`src/lsd_pkg.sv`:
```
// Shared constants and state types for the LIN slave header and divider block
package lsd_pkg;

  // Register byte offsets on the APB bus
  localparam logic [7:0] OFS_STATUS = 8'h00;
  localparam logic [7:0] OFS_CTRL2  = 8'h04;
  localparam logic [7:0] OFS_CTRL3  = 8'h08;
  localparam logic [7:0] OFS_BAUD   = 8'h0c;
  localparam logic [7:0] OFS_ETPR   = 8'h10;
  localparam logic [7:0] OFS_ERPR   = 8'h14;

  // Control register three bit positions
  localparam int C3_UPD = 7;
  localparam int C3_EN  = 6;
  localparam int C3_SLV = 5;
  localparam int C3_ASE = 4;
  localparam int C3_HDM = 3;
  localparam int C3_HIE = 2;
  localparam int C3_HDF = 1;
  localparam int C3_SF  = 0;

  // Control register two bit positions
  localparam int C2_MUTE = 1;
  localparam int C2_SBK  = 0;

  // Status register bit positions
  localparam int ST_TXIDLE = 7;
  localparam int ST_HDF    = 1;
  localparam int ST_SF     = 0;

  // Values after reset and loaded on header events
  localparam logic [7:0]  RST_REG     = 8'h00;
  localparam logic [11:0] RST_LIN_DIVIDER    = 12'h000;
  localparam logic [7:0]  LHL_BREAK   = 8'hff;
  localparam logic [7:0]  LHL_TIMEOUT = 8'h00;

  // Bit counts; the line is tracked in quarter bit times
  localparam int Q_PER_BIT          = 4;
  localparam int TX_BRK_BITS_MASTER = 13;
  localparam int TX_WORD_BITS       = 10;
  localparam int RX_BRK_BITS        = 11;
  localparam int HDR_MAX_BITS       = 57;
  localparam int ID_CHAR_BITS       = 10;
  localparam int SYNCH_FALLS        = 5;
  localparam int SYNCH_SHIFT        = 3;

  typedef enum logic [1:0] {LSD_TX_IDLE, LSD_TX_BREAK, LSD_TX_STOP} lsd_tx_t;
  typedef enum logic [2:0] {LSD_RX_IDLE, LSD_RX_LOW, LSD_RX_WAIT_HIGH, LSD_RX_SYNCH,
                            LSD_RX_ID_WAIT, LSD_RX_ID} lsd_rx_t;

endpackage

```
`src/lsd_qtick_gen.sv`:
```
// Quarter bit time tick generator driven by the effective divider
`timescale 1ns/1ps
module lsd_qtick_gen (
  input  wire logic       clk,
  input  wire logic       rst,
  input  wire logic       en,
  input  wire logic [9:0] period,
  output logic            qtick
);

  typedef struct packed {
    logic [9:0] cnt;
    logic       tick;
  } lsd_qg_t;

  lsd_qg_t s_ff;
  lsd_qg_t nxt_s;

  // Counter wraps at period; disabled counter stays parked at zero
  always_comb
  begin
    nxt_s      = s_ff;
    nxt_s.tick = 1'b0;
    if (!en)
    begin
      nxt_s.cnt = 10'h000;
    end
    else if (s_ff.cnt >= period - 10'h001)
    begin
      nxt_s.cnt  = 10'h000;
      nxt_s.tick = 1'b1;
    end
    else
    begin
      nxt_s.cnt = s_ff.cnt + 10'h001;
    end
  end

  // State register
  always_ff @(posedge clk or posedge rst)
  begin
    if (rst)
      s_ff <= '0;
    else
      s_ff <= nxt_s;
  end

  assign qtick = s_ff.tick; // Registered pulse

endmodule

```
`src/lsd_core.sv`:
```
// LIN break, header detection, divider and header length logic with APB registers
`timescale 1ns/1ps

// Overview of operation
// - Send-break bit high keeps sending breaks
// - Set then clear sends one break
// - Update method 0: mantissa write loads divider
// - Update method 1: load on next character
// - Enable and slave bits select the mode
// - Master break lasts thirteen low bits
// - Slave detects break after eleven low bits
// - Slave mode blocks break transmission
// - Slave maps divider onto baud prescaler addresses
// - Mute wake condition chosen by detect method
// - Method 1 needs break, synch, identifier
// - Header flag cleared by status then read
// - Header interrupt when enabled and flag set
// - Auto synch works only in slave mode
// - Synch state bit set, cleared, software exit
// - Synch state counts falling edges on input
// - Mantissa gives divider integer part directly
// - Fraction low nibble, upper bits read zero
// - Fraction first; mantissa write applies divider
// - Mantissa zero stops the serial clocks
// - Header length visible only when enabled
// - Length loads FFh, 00h, or encoded value
// - Encoded length is 57 minus header time
module lsd_core #(
  parameter int ADDR_W = 8
) (
  input  wire logic              clk,
  input  wire logic              rst,
  input  wire logic              psel,
  input  wire logic              penable,
  input  wire logic              pwrite,
  input  wire logic [ADDR_W-1:0] paddr,
  input  wire logic [31:0]       pwdata,
  output logic      [31:0]       prdata,
  output logic                   pready,
  output logic                   pslverr,
  input  wire logic              rxd,
  output logic                   txd,
  output logic                   irq
);

  typedef struct packed {
    logic [7:0]      ctrl2;
    logic [7:0]      ctrl3;
    logic [7:0]      baud;
    logic [7:0]      etpr;
    logic [7:0]      erpr;
    logic [7:0]      mant;
    logic [3:0]      frac;
    logic [7:0]      encoded_header_length;
    logic [11:0]     lin_divider;
    logic            brk_pend;
    logic            stat_seen;
    logic            rx_meta;
    logic            rx_sync;
    logic            rx_prev;
    lsd_pkg::lsd_tx_t tx_st;
    logic [5:0]      tx_q;
    lsd_pkg::lsd_rx_t rx_st;
    logic [7:0]      rx_q;
    logic [7:0]      hdr_q;
    logic [2:0]      falls;
    logic [19:0]     syn_cnt;
    logic            txd;
    logic [31:0]     prdata;
  } lsd_state_t;

  lsd_state_t s_ff;
  lsd_state_t nxt_s;

  logic       lin_on;
  logic       slave;
  logic       master;
  logic       qtick;
  logic       gen_en;
  logic [9:0] gen_period;
  logic [7:0] addr;
  logic       mapped;
  logic       acc;
  logic       wr;
  logic       rd;
  logic [7:0] rd_val;
  logic       fall;
  logic       lhl_vis;

  // Encoded header length from elapsed quarter bits, fraction in the low two bits
  function automatic logic [7:0] lsd_enc_len(input logic [7:0] q);
    lsd_enc_len = 8'(lsd_pkg::HDR_MAX_BITS * lsd_pkg::Q_PER_BIT) - q;
  endfunction

  // Auto synch result: eight bit times measured, divided down to 1/16 units
  function automatic logic [11:0] lsd_sync_div(input logic [19:0] cnt);
    if (|cnt[19:15])
      lsd_sync_div = 12'hfff;
    else
      lsd_sync_div = cnt[14:3];
  endfunction

  // Mode decode
  assign lin_on = s_ff.ctrl3[lsd_pkg::C3_EN];
  assign slave  = lin_on & s_ff.ctrl3[lsd_pkg::C3_SLV];
  assign master = lin_on & ~s_ff.ctrl3[lsd_pkg::C3_SLV];

  // Clock source: divider in slave mode, plain prescaler otherwise
  assign gen_en     = slave ? (s_ff.lin_divider[11:4] != 8'h00) : (s_ff.baud != 8'h00);
  assign gen_period = slave ? s_ff.lin_divider[11:2] : {s_ff.baud, 2'b00};

  lsd_qtick_gen u_qtick (
    .clk    (clk),
    .rst    (rst),
    .en     (gen_en),
    .period (gen_period),
    .qtick  (qtick)
  );

  // APB decode; zero wait states, unmapped or misaligned offsets answer an error
  assign addr    = 8'(paddr);
  assign mapped  = (ADDR_W <= 8 || (paddr >> 8) == '0) &&
                   (addr == lsd_pkg::OFS_STATUS || addr == lsd_pkg::OFS_CTRL2 ||
                    addr == lsd_pkg::OFS_CTRL3  || addr == lsd_pkg::OFS_BAUD  ||
                    addr == lsd_pkg::OFS_ETPR   || addr == lsd_pkg::OFS_ERPR);
  assign acc     = psel & penable & mapped;
  assign wr      = acc & pwrite;
  assign rd      = acc & ~pwrite;
  assign pready  = 1'b1;
  assign pslverr = psel & penable & ~mapped;

  assign fall    = s_ff.rx_prev & ~s_ff.rx_sync;
  assign lhl_vis = slave & (s_ff.ctrl3[lsd_pkg::C3_ASE] | s_ff.ctrl3[lsd_pkg::C3_HDM]);

  // Read mux, sampled in the setup phase so prdata comes from a flip-flop
  always_comb
  begin
    rd_val = 8'h00;
    case (addr)
      lsd_pkg::OFS_STATUS:
      begin
        rd_val[lsd_pkg::ST_TXIDLE] = (s_ff.tx_st == lsd_pkg::LSD_TX_IDLE);
        rd_val[lsd_pkg::ST_HDF]    = s_ff.ctrl3[lsd_pkg::C3_HDF];
        rd_val[lsd_pkg::ST_SF]     = s_ff.ctrl3[lsd_pkg::C3_SF];
      end
      lsd_pkg::OFS_CTRL2: rd_val = s_ff.ctrl2;
      lsd_pkg::OFS_CTRL3: rd_val = s_ff.ctrl3;
      // Slave reads show the divider in use, not the last value written
      lsd_pkg::OFS_BAUD:  rd_val = slave ? s_ff.lin_divider[11:4] : s_ff.baud;
      lsd_pkg::OFS_ETPR:  rd_val = slave ? {4'h0, s_ff.lin_divider[3:0]} : s_ff.etpr;
      lsd_pkg::OFS_ERPR:  rd_val = slave ? (lhl_vis ? s_ff.encoded_header_length : 8'h00) : s_ff.erpr;
      default:            rd_val = 8'h00;
    endcase
  end

  // Next state
  always_comb
  begin
    nxt_s = s_ff;

    // Receive input synchroniser and edge history
    nxt_s.rx_meta = rxd;
    nxt_s.rx_sync = s_ff.rx_meta;
    nxt_s.rx_prev = s_ff.rx_sync;

    if (psel && !penable && !pwrite)
      nxt_s.prdata = {24'h000000, rd_val};

    // Status access arms the header flag clear; any other mapped access disarms it
    if (acc)
      nxt_s.stat_seen = (addr == lsd_pkg::OFS_STATUS);
    if (rd && addr == lsd_pkg::OFS_CTRL3 && s_ff.stat_seen)
      nxt_s.ctrl3[lsd_pkg::C3_HDF] = 1'b0;

    // Register writes
    if (wr)
    begin
      case (addr)
        lsd_pkg::OFS_CTRL2:
        begin
          nxt_s.ctrl2 = pwdata[7:0];
          if (pwdata[lsd_pkg::C2_SBK])
            nxt_s.brk_pend = 1'b1;
        end
        lsd_pkg::OFS_CTRL3:
        begin
          // Flag is hardware owned; writing zero to the synch bit clears it and leaves synch state
          nxt_s.ctrl3[7:2] = pwdata[7:2];
          if (!pwdata[lsd_pkg::C3_SF])
          begin
            nxt_s.ctrl3[lsd_pkg::C3_SF] = 1'b0;
            if (s_ff.rx_st == lsd_pkg::LSD_RX_SYNCH)
              nxt_s.rx_st = lsd_pkg::LSD_RX_IDLE;
          end
        end
        lsd_pkg::OFS_BAUD:
        begin
          if (slave)
          begin
            nxt_s.mant = pwdata[7:0];
            // Fraction written earlier joins the mantissa here
            if (!s_ff.ctrl3[lsd_pkg::C3_UPD])
              nxt_s.lin_divider = {pwdata[7:0], s_ff.frac};
          end
          else
            nxt_s.baud = pwdata[7:0];
        end
        lsd_pkg::OFS_ETPR:
        begin
          if (slave)
            nxt_s.frac = pwdata[3:0];
          else
            nxt_s.etpr = pwdata[7:0];
        end
        lsd_pkg::OFS_ERPR:
        begin
          if (!slave)
            nxt_s.erpr = pwdata[7:0];
        end
        default:
        begin
        end
      endcase
    end

    // Break transmitter; slave mode aborts and blocks it
    case (s_ff.tx_st)
      lsd_pkg::LSD_TX_IDLE:
      begin
        nxt_s.txd = 1'b1;
        // Start on a quarter tick so the low time is whole bit times
        if (!slave && qtick && (s_ff.ctrl2[lsd_pkg::C2_SBK] || s_ff.brk_pend))
        begin
          nxt_s.tx_st    = lsd_pkg::LSD_TX_BREAK;
          nxt_s.tx_q     = 6'h00;
          nxt_s.brk_pend = wr && addr == lsd_pkg::OFS_CTRL2 && pwdata[lsd_pkg::C2_SBK];
          nxt_s.txd      = 1'b0;
        end
      end
      lsd_pkg::LSD_TX_BREAK:
      begin
        nxt_s.txd = 1'b0;
        if (slave)
        begin
          nxt_s.tx_st = lsd_pkg::LSD_TX_IDLE;
          nxt_s.txd   = 1'b1;
        end
        else if (qtick)
        begin
          nxt_s.tx_q = s_ff.tx_q + 6'h01;
          // Master mode stretches the break to a full LIN synch break
          if ((master && s_ff.tx_q == 6'(lsd_pkg::TX_BRK_BITS_MASTER * lsd_pkg::Q_PER_BIT - 1)) ||
              (!master && s_ff.tx_q == 6'(lsd_pkg::TX_WORD_BITS * lsd_pkg::Q_PER_BIT - 1)))
          begin
            nxt_s.tx_st = lsd_pkg::LSD_TX_STOP;
            nxt_s.tx_q  = 6'h00;
            nxt_s.txd   = 1'b1;
          end
        end
      end
      lsd_pkg::LSD_TX_STOP:
      begin
        nxt_s.txd = 1'b1;
        if (qtick)
        begin
          nxt_s.tx_q = s_ff.tx_q + 6'h01;
          if (s_ff.tx_q == 6'(lsd_pkg::Q_PER_BIT - 1))
            nxt_s.tx_st = lsd_pkg::LSD_TX_IDLE;
        end
      end
      default:
      begin
        nxt_s.tx_st = lsd_pkg::LSD_TX_IDLE;
        nxt_s.txd   = 1'b1;
      end
    endcase

    // Header elapsed time in quarter bits, saturating
    if (s_ff.rx_st != lsd_pkg::LSD_RX_IDLE && qtick && s_ff.hdr_q != 8'hff)
      nxt_s.hdr_q = s_ff.hdr_q + 8'h01;

    // Header receiver, active in slave mode only
    case (s_ff.rx_st)
      lsd_pkg::LSD_RX_IDLE:
      begin
        if (slave && fall)
        begin
          nxt_s.rx_st = lsd_pkg::LSD_RX_LOW;
          nxt_s.rx_q  = 8'h00;
          nxt_s.hdr_q = 8'h00;
        end
      end
      lsd_pkg::LSD_RX_LOW:
      begin
        if (s_ff.rx_sync)
          nxt_s.rx_st = lsd_pkg::LSD_RX_IDLE;
        else if (qtick)
        begin
          nxt_s.rx_q = s_ff.rx_q + 8'h01;
          if (s_ff.rx_q == 8'(lsd_pkg::RX_BRK_BITS * lsd_pkg::Q_PER_BIT - 1))
          begin
            nxt_s.rx_st                 = lsd_pkg::LSD_RX_WAIT_HIGH;
            nxt_s.ctrl3[lsd_pkg::C3_SF] = 1'b1;
            nxt_s.encoded_header_length                   = lsd_pkg::LHL_BREAK;
            if (!s_ff.ctrl3[lsd_pkg::C3_HDM])
            begin
              nxt_s.ctrl3[lsd_pkg::C3_HDF] = 1'b1;
              nxt_s.ctrl2[lsd_pkg::C2_MUTE] = 1'b0;
            end
          end
        end
      end
      lsd_pkg::LSD_RX_WAIT_HIGH:
      begin
        if (s_ff.rx_sync)
        begin
          nxt_s.rx_st = lsd_pkg::LSD_RX_SYNCH;
          nxt_s.falls = 3'h0;
        end
      end
      lsd_pkg::LSD_RX_SYNCH:
      begin
        // Time is measured from the first to the last falling edge
        if (s_ff.falls != 3'h0)
          nxt_s.syn_cnt = s_ff.syn_cnt + 20'h00001;
        if (fall)
        begin
          nxt_s.falls = s_ff.falls + 3'h1;
          if (s_ff.falls == 3'h0)
            nxt_s.syn_cnt = 20'h00000;
          if (s_ff.falls == 3'(lsd_pkg::SYNCH_FALLS - 1))
          begin
            nxt_s.rx_st                 = lsd_pkg::LSD_RX_ID_WAIT;
            nxt_s.ctrl3[lsd_pkg::C3_SF] = 1'b0;
            if (s_ff.ctrl3[lsd_pkg::C3_ASE])
              nxt_s.lin_divider = lsd_sync_div(s_ff.syn_cnt + 20'h00001);
          end
        end
      end
      lsd_pkg::LSD_RX_ID_WAIT:
      begin
        if (fall)
        begin
          nxt_s.rx_st = lsd_pkg::LSD_RX_ID;
          nxt_s.rx_q  = 8'h00;
        end
      end
      lsd_pkg::LSD_RX_ID:
      begin
        if (qtick)
        begin
          nxt_s.rx_q = s_ff.rx_q + 8'h01;
          if (s_ff.rx_q == 8'(lsd_pkg::ID_CHAR_BITS * lsd_pkg::Q_PER_BIT - 1))
          begin
            // Character received: acts as the receive-full event
            nxt_s.rx_st = lsd_pkg::LSD_RX_IDLE;
            if (s_ff.ctrl3[lsd_pkg::C3_UPD])
            begin
              nxt_s.lin_divider                   = {s_ff.mant, s_ff.frac};
              nxt_s.ctrl3[lsd_pkg::C3_UPD] = 1'b0;
            end
            if (s_ff.ctrl3[lsd_pkg::C3_HDM])
            begin
              nxt_s.ctrl3[lsd_pkg::C3_HDF]  = 1'b1;
              nxt_s.encoded_header_length                     = lsd_enc_len(s_ff.hdr_q);
              nxt_s.ctrl2[lsd_pkg::C2_MUTE] = 1'b0;
            end
          end
        end
      end
      default:
        nxt_s.rx_st = lsd_pkg::LSD_RX_IDLE;
    endcase

    // Header timeout once the maximum header time has passed
    if ((s_ff.rx_st == lsd_pkg::LSD_RX_SYNCH || s_ff.rx_st == lsd_pkg::LSD_RX_ID_WAIT ||
         s_ff.rx_st == lsd_pkg::LSD_RX_ID || s_ff.rx_st == lsd_pkg::LSD_RX_WAIT_HIGH) &&
        s_ff.hdr_q > 8'(lsd_pkg::HDR_MAX_BITS * lsd_pkg::Q_PER_BIT))
    begin
      nxt_s.rx_st                 = lsd_pkg::LSD_RX_IDLE;
      nxt_s.encoded_header_length                   = lsd_pkg::LHL_TIMEOUT;
      nxt_s.ctrl3[lsd_pkg::C3_SF] = 1'b0;
    end

    // Leaving slave mode drops any header in progress
    if (!slave)
      nxt_s.rx_st = lsd_pkg::LSD_RX_IDLE;
  end

  // State register; reset loads constants only
  always_ff @(posedge clk or posedge rst)
  begin
    if (rst)
    begin
      s_ff         <= '0;
      s_ff.ctrl2   <= lsd_pkg::RST_REG;
      s_ff.ctrl3   <= lsd_pkg::RST_REG;
      s_ff.encoded_header_length     <= lsd_pkg::RST_REG;
      s_ff.lin_divider    <= lsd_pkg::RST_LIN_DIVIDER;
      s_ff.rx_meta <= 1'b1;
      s_ff.rx_sync <= 1'b1;
      s_ff.rx_prev <= 1'b1;
      s_ff.txd     <= 1'b1;
      s_ff.tx_st   <= lsd_pkg::LSD_TX_IDLE;
      s_ff.rx_st   <= lsd_pkg::LSD_RX_IDLE;
    end
    else
      s_ff <= nxt_s;
  end

  // Outputs
  assign prdata = s_ff.prdata;
  assign txd    = s_ff.txd;
  assign irq    = slave & s_ff.ctrl3[lsd_pkg::C3_HIE] & s_ff.ctrl3[lsd_pkg::C3_HDF];

endmodule

```
`config.mk`:
```
export PLATFORM = sky130hd
export DESIGN_NAME = lsd_core
export DESIGN_NICKNAME = d
export VERILOG_FILES = /design/src/lsd_pkg.sv /design/src/lsd_qtick_gen.sv /design/src/lsd_core.sv
export SDC_FILE = /design/constraint.sdc
export NUM_CORES = 1
export LEC_CHECK = 0
export BUFFER_PORTS_ARGS = -buffer_cell sky130_fd_sc_hd__buf_2
export CAP_MARGIN = 10
export CELL_PAD_IN_SITES_DETAIL_PLACEMENT = 0
export CELL_PAD_IN_SITES_GLOBAL_PLACEMENT = 1
export CORE_MARGIN = 2
export CORE_UTILIZATION = 45
export DETAILED_ROUTE_END_ITERATION = 12
export PLACE_DENSITY_LB_ADDON = 0.1
export SLEW_MARGIN = 25
export SYNTH_ARGS = -nofsm -noshare
export SYNTH_HDL_FRONTEND = slang
export SYNTH_SLANG_ARGS = --single-unit
```
`constraint.sdc`:
```
create_clock -name clk -period 8.07 [get_ports clk]
set_input_delay 0.4035 -clock clk [delete_from_list [all_inputs] [get_ports clk]]
set_output_delay 0.4035 -clock clk [all_outputs]
set_load 0.05 [all_outputs]
```
Word level (Yosys, flattened, before mapping)
Index checks and enable logic that the tools add are counted.
- reduce and logical (&&, ||, !) cells: 54
- multiplexer cells: 116
- bitwise gates (word level): 17
- add/sub/neg operators: 8
- equal/unequal tests: 39
- magnitude comparators: 2
- operator list (kind ; count):
    $mux 8 ; 25
    $mux 12 ; 8
    $mux 20 ; 4
    $mux 3 ; 13
    $mux 37 ; 1
    $mux 11 ; 3
    $mux 1 ; 32
    $pmux 8 s4 ; 1
    $mux 10 ; 3
    $pmux 5 s5 ; 1
    $pmux 12 s2 ; 1
    $mux 23 ; 1
    $add 20x1->20 const B ; 1
    $mux 19 ; 1
    $pmux 3 s6 ; 1
    $pmux 6 s3 ; 1
    $reduce_and 3->1 ; 6
    $add 8x1->8 const B ; 2
    $eq 8x4->1 const B ; 2
    $eq 8x5->1 const B ; 2
    $eq 8x6->1 const B ; 2
    $pmux 8 s2 ; 1
    $reduce_bool 8->1 ; 2
    $logic_and 1x1->1 ; 14
    other kinds (47) ; 108
- input bits: 46
- register bits after elaboration: 147
- output and inout bits: 36
- word-level logic and storage cells: 263

Longest topological paths before layout
- word-level depth: 17
- mapped depth: 17
- mapped depth without buffers: 14

By module
Synthesis repeated with hierarchy kept, for this count alone.
- cells, all modules: 921
- area, all modules: 8541.9 um^2
- by module, submodules not included (module ; seq. area each (um^2) ; times used ; area each (um^2) ; cells each):
    lsd_core ; 3408.3 ; 1 ; 7666.1 ; 825
    lsd_qtick_gen ; 275.3 ; 1 ; 875.8 ; 96

Worst setup path before layout
Ideal clock, no wire load.
- path kind: register to register
- from: reg s_ff (netlist bit lin_on)
- to: reg u_qtick.s_ff[10] (netlist bit)
- clock period less this slack: 3.351 ns
- setup time: 0.072 ns
- path buffers: 3
- path slack: 4.719 ns
- stages on the path, launching flop included: 18
- required time: 7.998 ns
- arrival time: 3.279 ns
- cells stage by stage: dfrtp_1 and2_1 clkbuf_1 clkbuf_1 nand2_1 ha_1 nand2_1 nor2_1 xor2_1 mux2i_1 ha_1 a21o_1 a21o_1 a21oi_1 o21ai_0 a211o_1 clkbuf_1 nor2_1
- RTL lines (item ; RTL line ; RTL):
    start: declaration ; lsd_core.sv:72 ; lsd_state_t s_ff;
    start signal: assignment ; lsd_core.sv:408 ; s_ff <= nxt_s;
    end signal: assignment ; lsd_qtick_gen.sv:45 ; s_ff <= nxt_s;
    end: declaration ; lsd_qtick_gen.sv:16 ; lsd_qg_t s_ff;

==> reports/results.ini <==
[status]
outcome = finished, final reports clean

[setup_path]
critical_path_depth = 14
crit_chain = and2_1, buf_4, mux2i_1, nand2_1, nor2_1, xor2_1, mux2i_1, ha_1, a21o_1, a21o_1, a21oi_1, o21ai_0, a211o_1, nor2_1
cp.required_ns = 8.43
start_kind = register
crit_family = compound AO/OA/AOI/OAI gates
critPathMaxFanout = 28
path_buf_inv = 1
crit_type = register to register
critical_path.max_stage_delay_ns = 0.60
cp_slowest_cell = mux2i_1
cp.arrival_ns = 3.97
r2r_cells = 14
cp-end-kind = register

[layout]
nets = 986
antenna_cells = 0
fill_cells = 1750
drive_gt1_share_pct = 14.4
area_growth_pct = 9.54
multi_input_area_um2 = 4510
design_area_um2 = 9440
finalNonFillerCells = 1164
final-seq-area_um2 = 3680

[clock_network]
cts_tree = built
postCtsResizedCells = 0
postCtsSetupRepairBufs = 0
clock_path_buffers = 2
cts_buffers = 17
h-tree-depth = 4
clock_sinks = 147
cts_root_buf = clkbuf_16
path_clk_slew_ns = 0.06
hold_buffers = 0
clock_latency_ns = 0.43

[min_path]
hp-class = input pin to async pin

[logic_synthesis]
yosys.area.top_type_share_pct = 41.5
yosys-top-cells-area = dfrtp_1 (42%), mux2_2 (6.1%), o21ai_0 (3.8%), nor2_1 (3.6%), ha_1 (3.3%)
synth_top_family_by_area = simple AND/OR/NAND/NOR gates
synth-seq-area-share_pct = 42.8
syn_inst = 912
synth.distinct_cells = 70
synth_edf_count = 0
synth_largest_area_cell = dfrtp_1
synth_fa_ha_area_share_pct = 3.34
synth_compound_area_share_pct = 16.8
async_flop_share_pct = 100
synth-simple-area-share_pct = 18.0
synth-main-ff-cell = dfrtp_1
syn_area_um2 = 8610
synth_xor_area_share_pct = 4.17
avgSynthCellArea_um2 = 9.44
synth_seq_cells = 147
synth.area.mux_share_pct = 8.82
ys.warnings.count = 0

[placement]
place_ws_ns = 4.41
io_buffers = 32
gp_congestion = 0.837
place_inst = 1131
place_area_um2 = 8780
hpwl_um = 15000

[timing]
fmax_ghz = 0.277
fin_crit_sh_pct = 44.8
slew_headroom_pct = 34.2
setup_tns_ns = 0
setup_ws_ns = 4.46
finalClockSkew_ns = 0.0116
period_minus_slack_ns = 3.61
hold_viol_final = 0
timing.hold.ws_ns = 0.0596
tightest_slew_ns = 0.981
setup_viol_count_final = 0
rsz0062_at_grt = false
slew_violations = 0

[flow_run]
max_cap_viol_count = 0

[detailed_routing]
drt_pass1_iterations = 4
detail_route.vias_per_cell = 5.81
drtIter0Drc = 465
wl_per_cell_um = 18.2
routed_wirelength_um = 21200
drc = 0
vias = 6768
ant_nets = 0

[global_routing]
grt_max_degree = 84
grt_util_met3_pct = 3.90
met2_usage_pct = 36.1
grtUsageTotal_pct = 22.0
grt_overflow_total = 0
first_global_vias = 6738
gr-usage-met1_pct = 29.8
antenna_found_initial = 0
grt.busiest_layer = met2
grt_first_pass_wirelength_um = 35000

[die]
start_util_pct = 45.9
die_area_um2 = 20300
core_um2 = 18800
fp-row-count = 50
ioPinCount = 82
dieWidth_um = 142
die_h_um = 142

[power]
ir_drop_v = 0.000144
p_leak_nw = 4.25
p_per_area_nw_per_um2 = 180

[per-layer routing]
layer,wire [um],up-vias,share of wire (%)
met4,431,0,2.0
met3,770,27,3.6
met5,0,-,0
met1,10200,3309,48
met2,9750,142,46
li1,-,3290,-
[Yosys cell counts (24+ instances only)]
master and count:
a21oi_1 30, buf_4 33, clkbuf_1 36, dfrtp_1 143, inv_1 25, mux2_2 47
nand2_1 72, nand3_1 34, nor2_1 82, o21ai_0 66, xor2_1 24
[flip-flops by register name (all words and copies together) (netlist names)]
name / cells
lin_on: 1
txd: 1
s_ff: 124
nxt_s: 2
u_qtick.qtick: 1
prdata: 8
u_qtick.s_ff: 10
[cells in the final DEF (no fill, tap or decap), types with 12 or more instances in the layout]
master / count
a31oi_1: 13
nor3_1: 17
mux2i_1: 23
xnor2_1: 17
and3_1: 16
xor2_1: 24
nor2_1: 81
buf_2: 32
nand4_1: 15
dfrtp_1: 143
a21oi_1: 30
nand3_1: 34
nor4_1: 12
inv_1: 24
clkbuf_16: 17
mux2_2: 47
a21o_1: 15
a22o_1: 12
o21ai_0: 66
nand2_1: 72
conb_1: 25
ha_1: 23
[where the power goes]
| part | internal, mW | leakage [nW] | switching [mW] | total, mW |
|---|---|---|---|---|
| registers | 0.744 | 1.98 | 0.00443 | 0.749 |
| logic | 0.0157 | 1.97 | 0.0840 | 0.0997 |
| clock network | 0.532 | 0.297 | 0.318 | 0.850 |
[path summary, 6_finish.rpt]
path	startpoint	endpoint	slack [ns]
worst max-delay path	s_ff[149]	u_qtick.s_ff[9]	4.46
worst min-delay path	rst	s_ff[59]	0.06
worst max register to register	s_ff[149]	u_qtick.s_ff[9]	4.46
worst min register to register	nxt_s[84]	nxt_s[83]	0.36
max in group asynchronous	rst	u_qtick.s_ff[3]	6.82
min in group clk	rxd	nxt_s[84]	0.07
[through the flow]
stage | total power [mW] | utilization [%]
6_report | 1.70 | 50.3
5_1_grt | 1.75 | 50.3
4_1_cts | 1.71 | 50.2
3_5_place_dp | 0.862 | 46.8
3_3_place_gp | 0.860 | 46.7
2_1_floorplan | 0.850 | -
[final cells by class]
| class | instances | area share, % |
|---|---|---|
| Sequential cell | 147 | 39.0 |
| Multi-Input combinational cell | 687 | 47.8 |
| Inverter | 26 | 1.09 |
| Clock buffer | 19 | 4.80 |
| Tap cell | 234 | 3.10 |
| Timing Repair Buffer | 38 | 2.21 |
| Clock inverter | 13 | 1.92 |
[logic make-up after synthesis]
family,after synthesis
simple gates,309
compound gates,219
flops,147
buf+inv,101
mux,70
xor+xnor,41
fa+ha+maj,23
other cells,2
(Power assumes the default switching activity.)
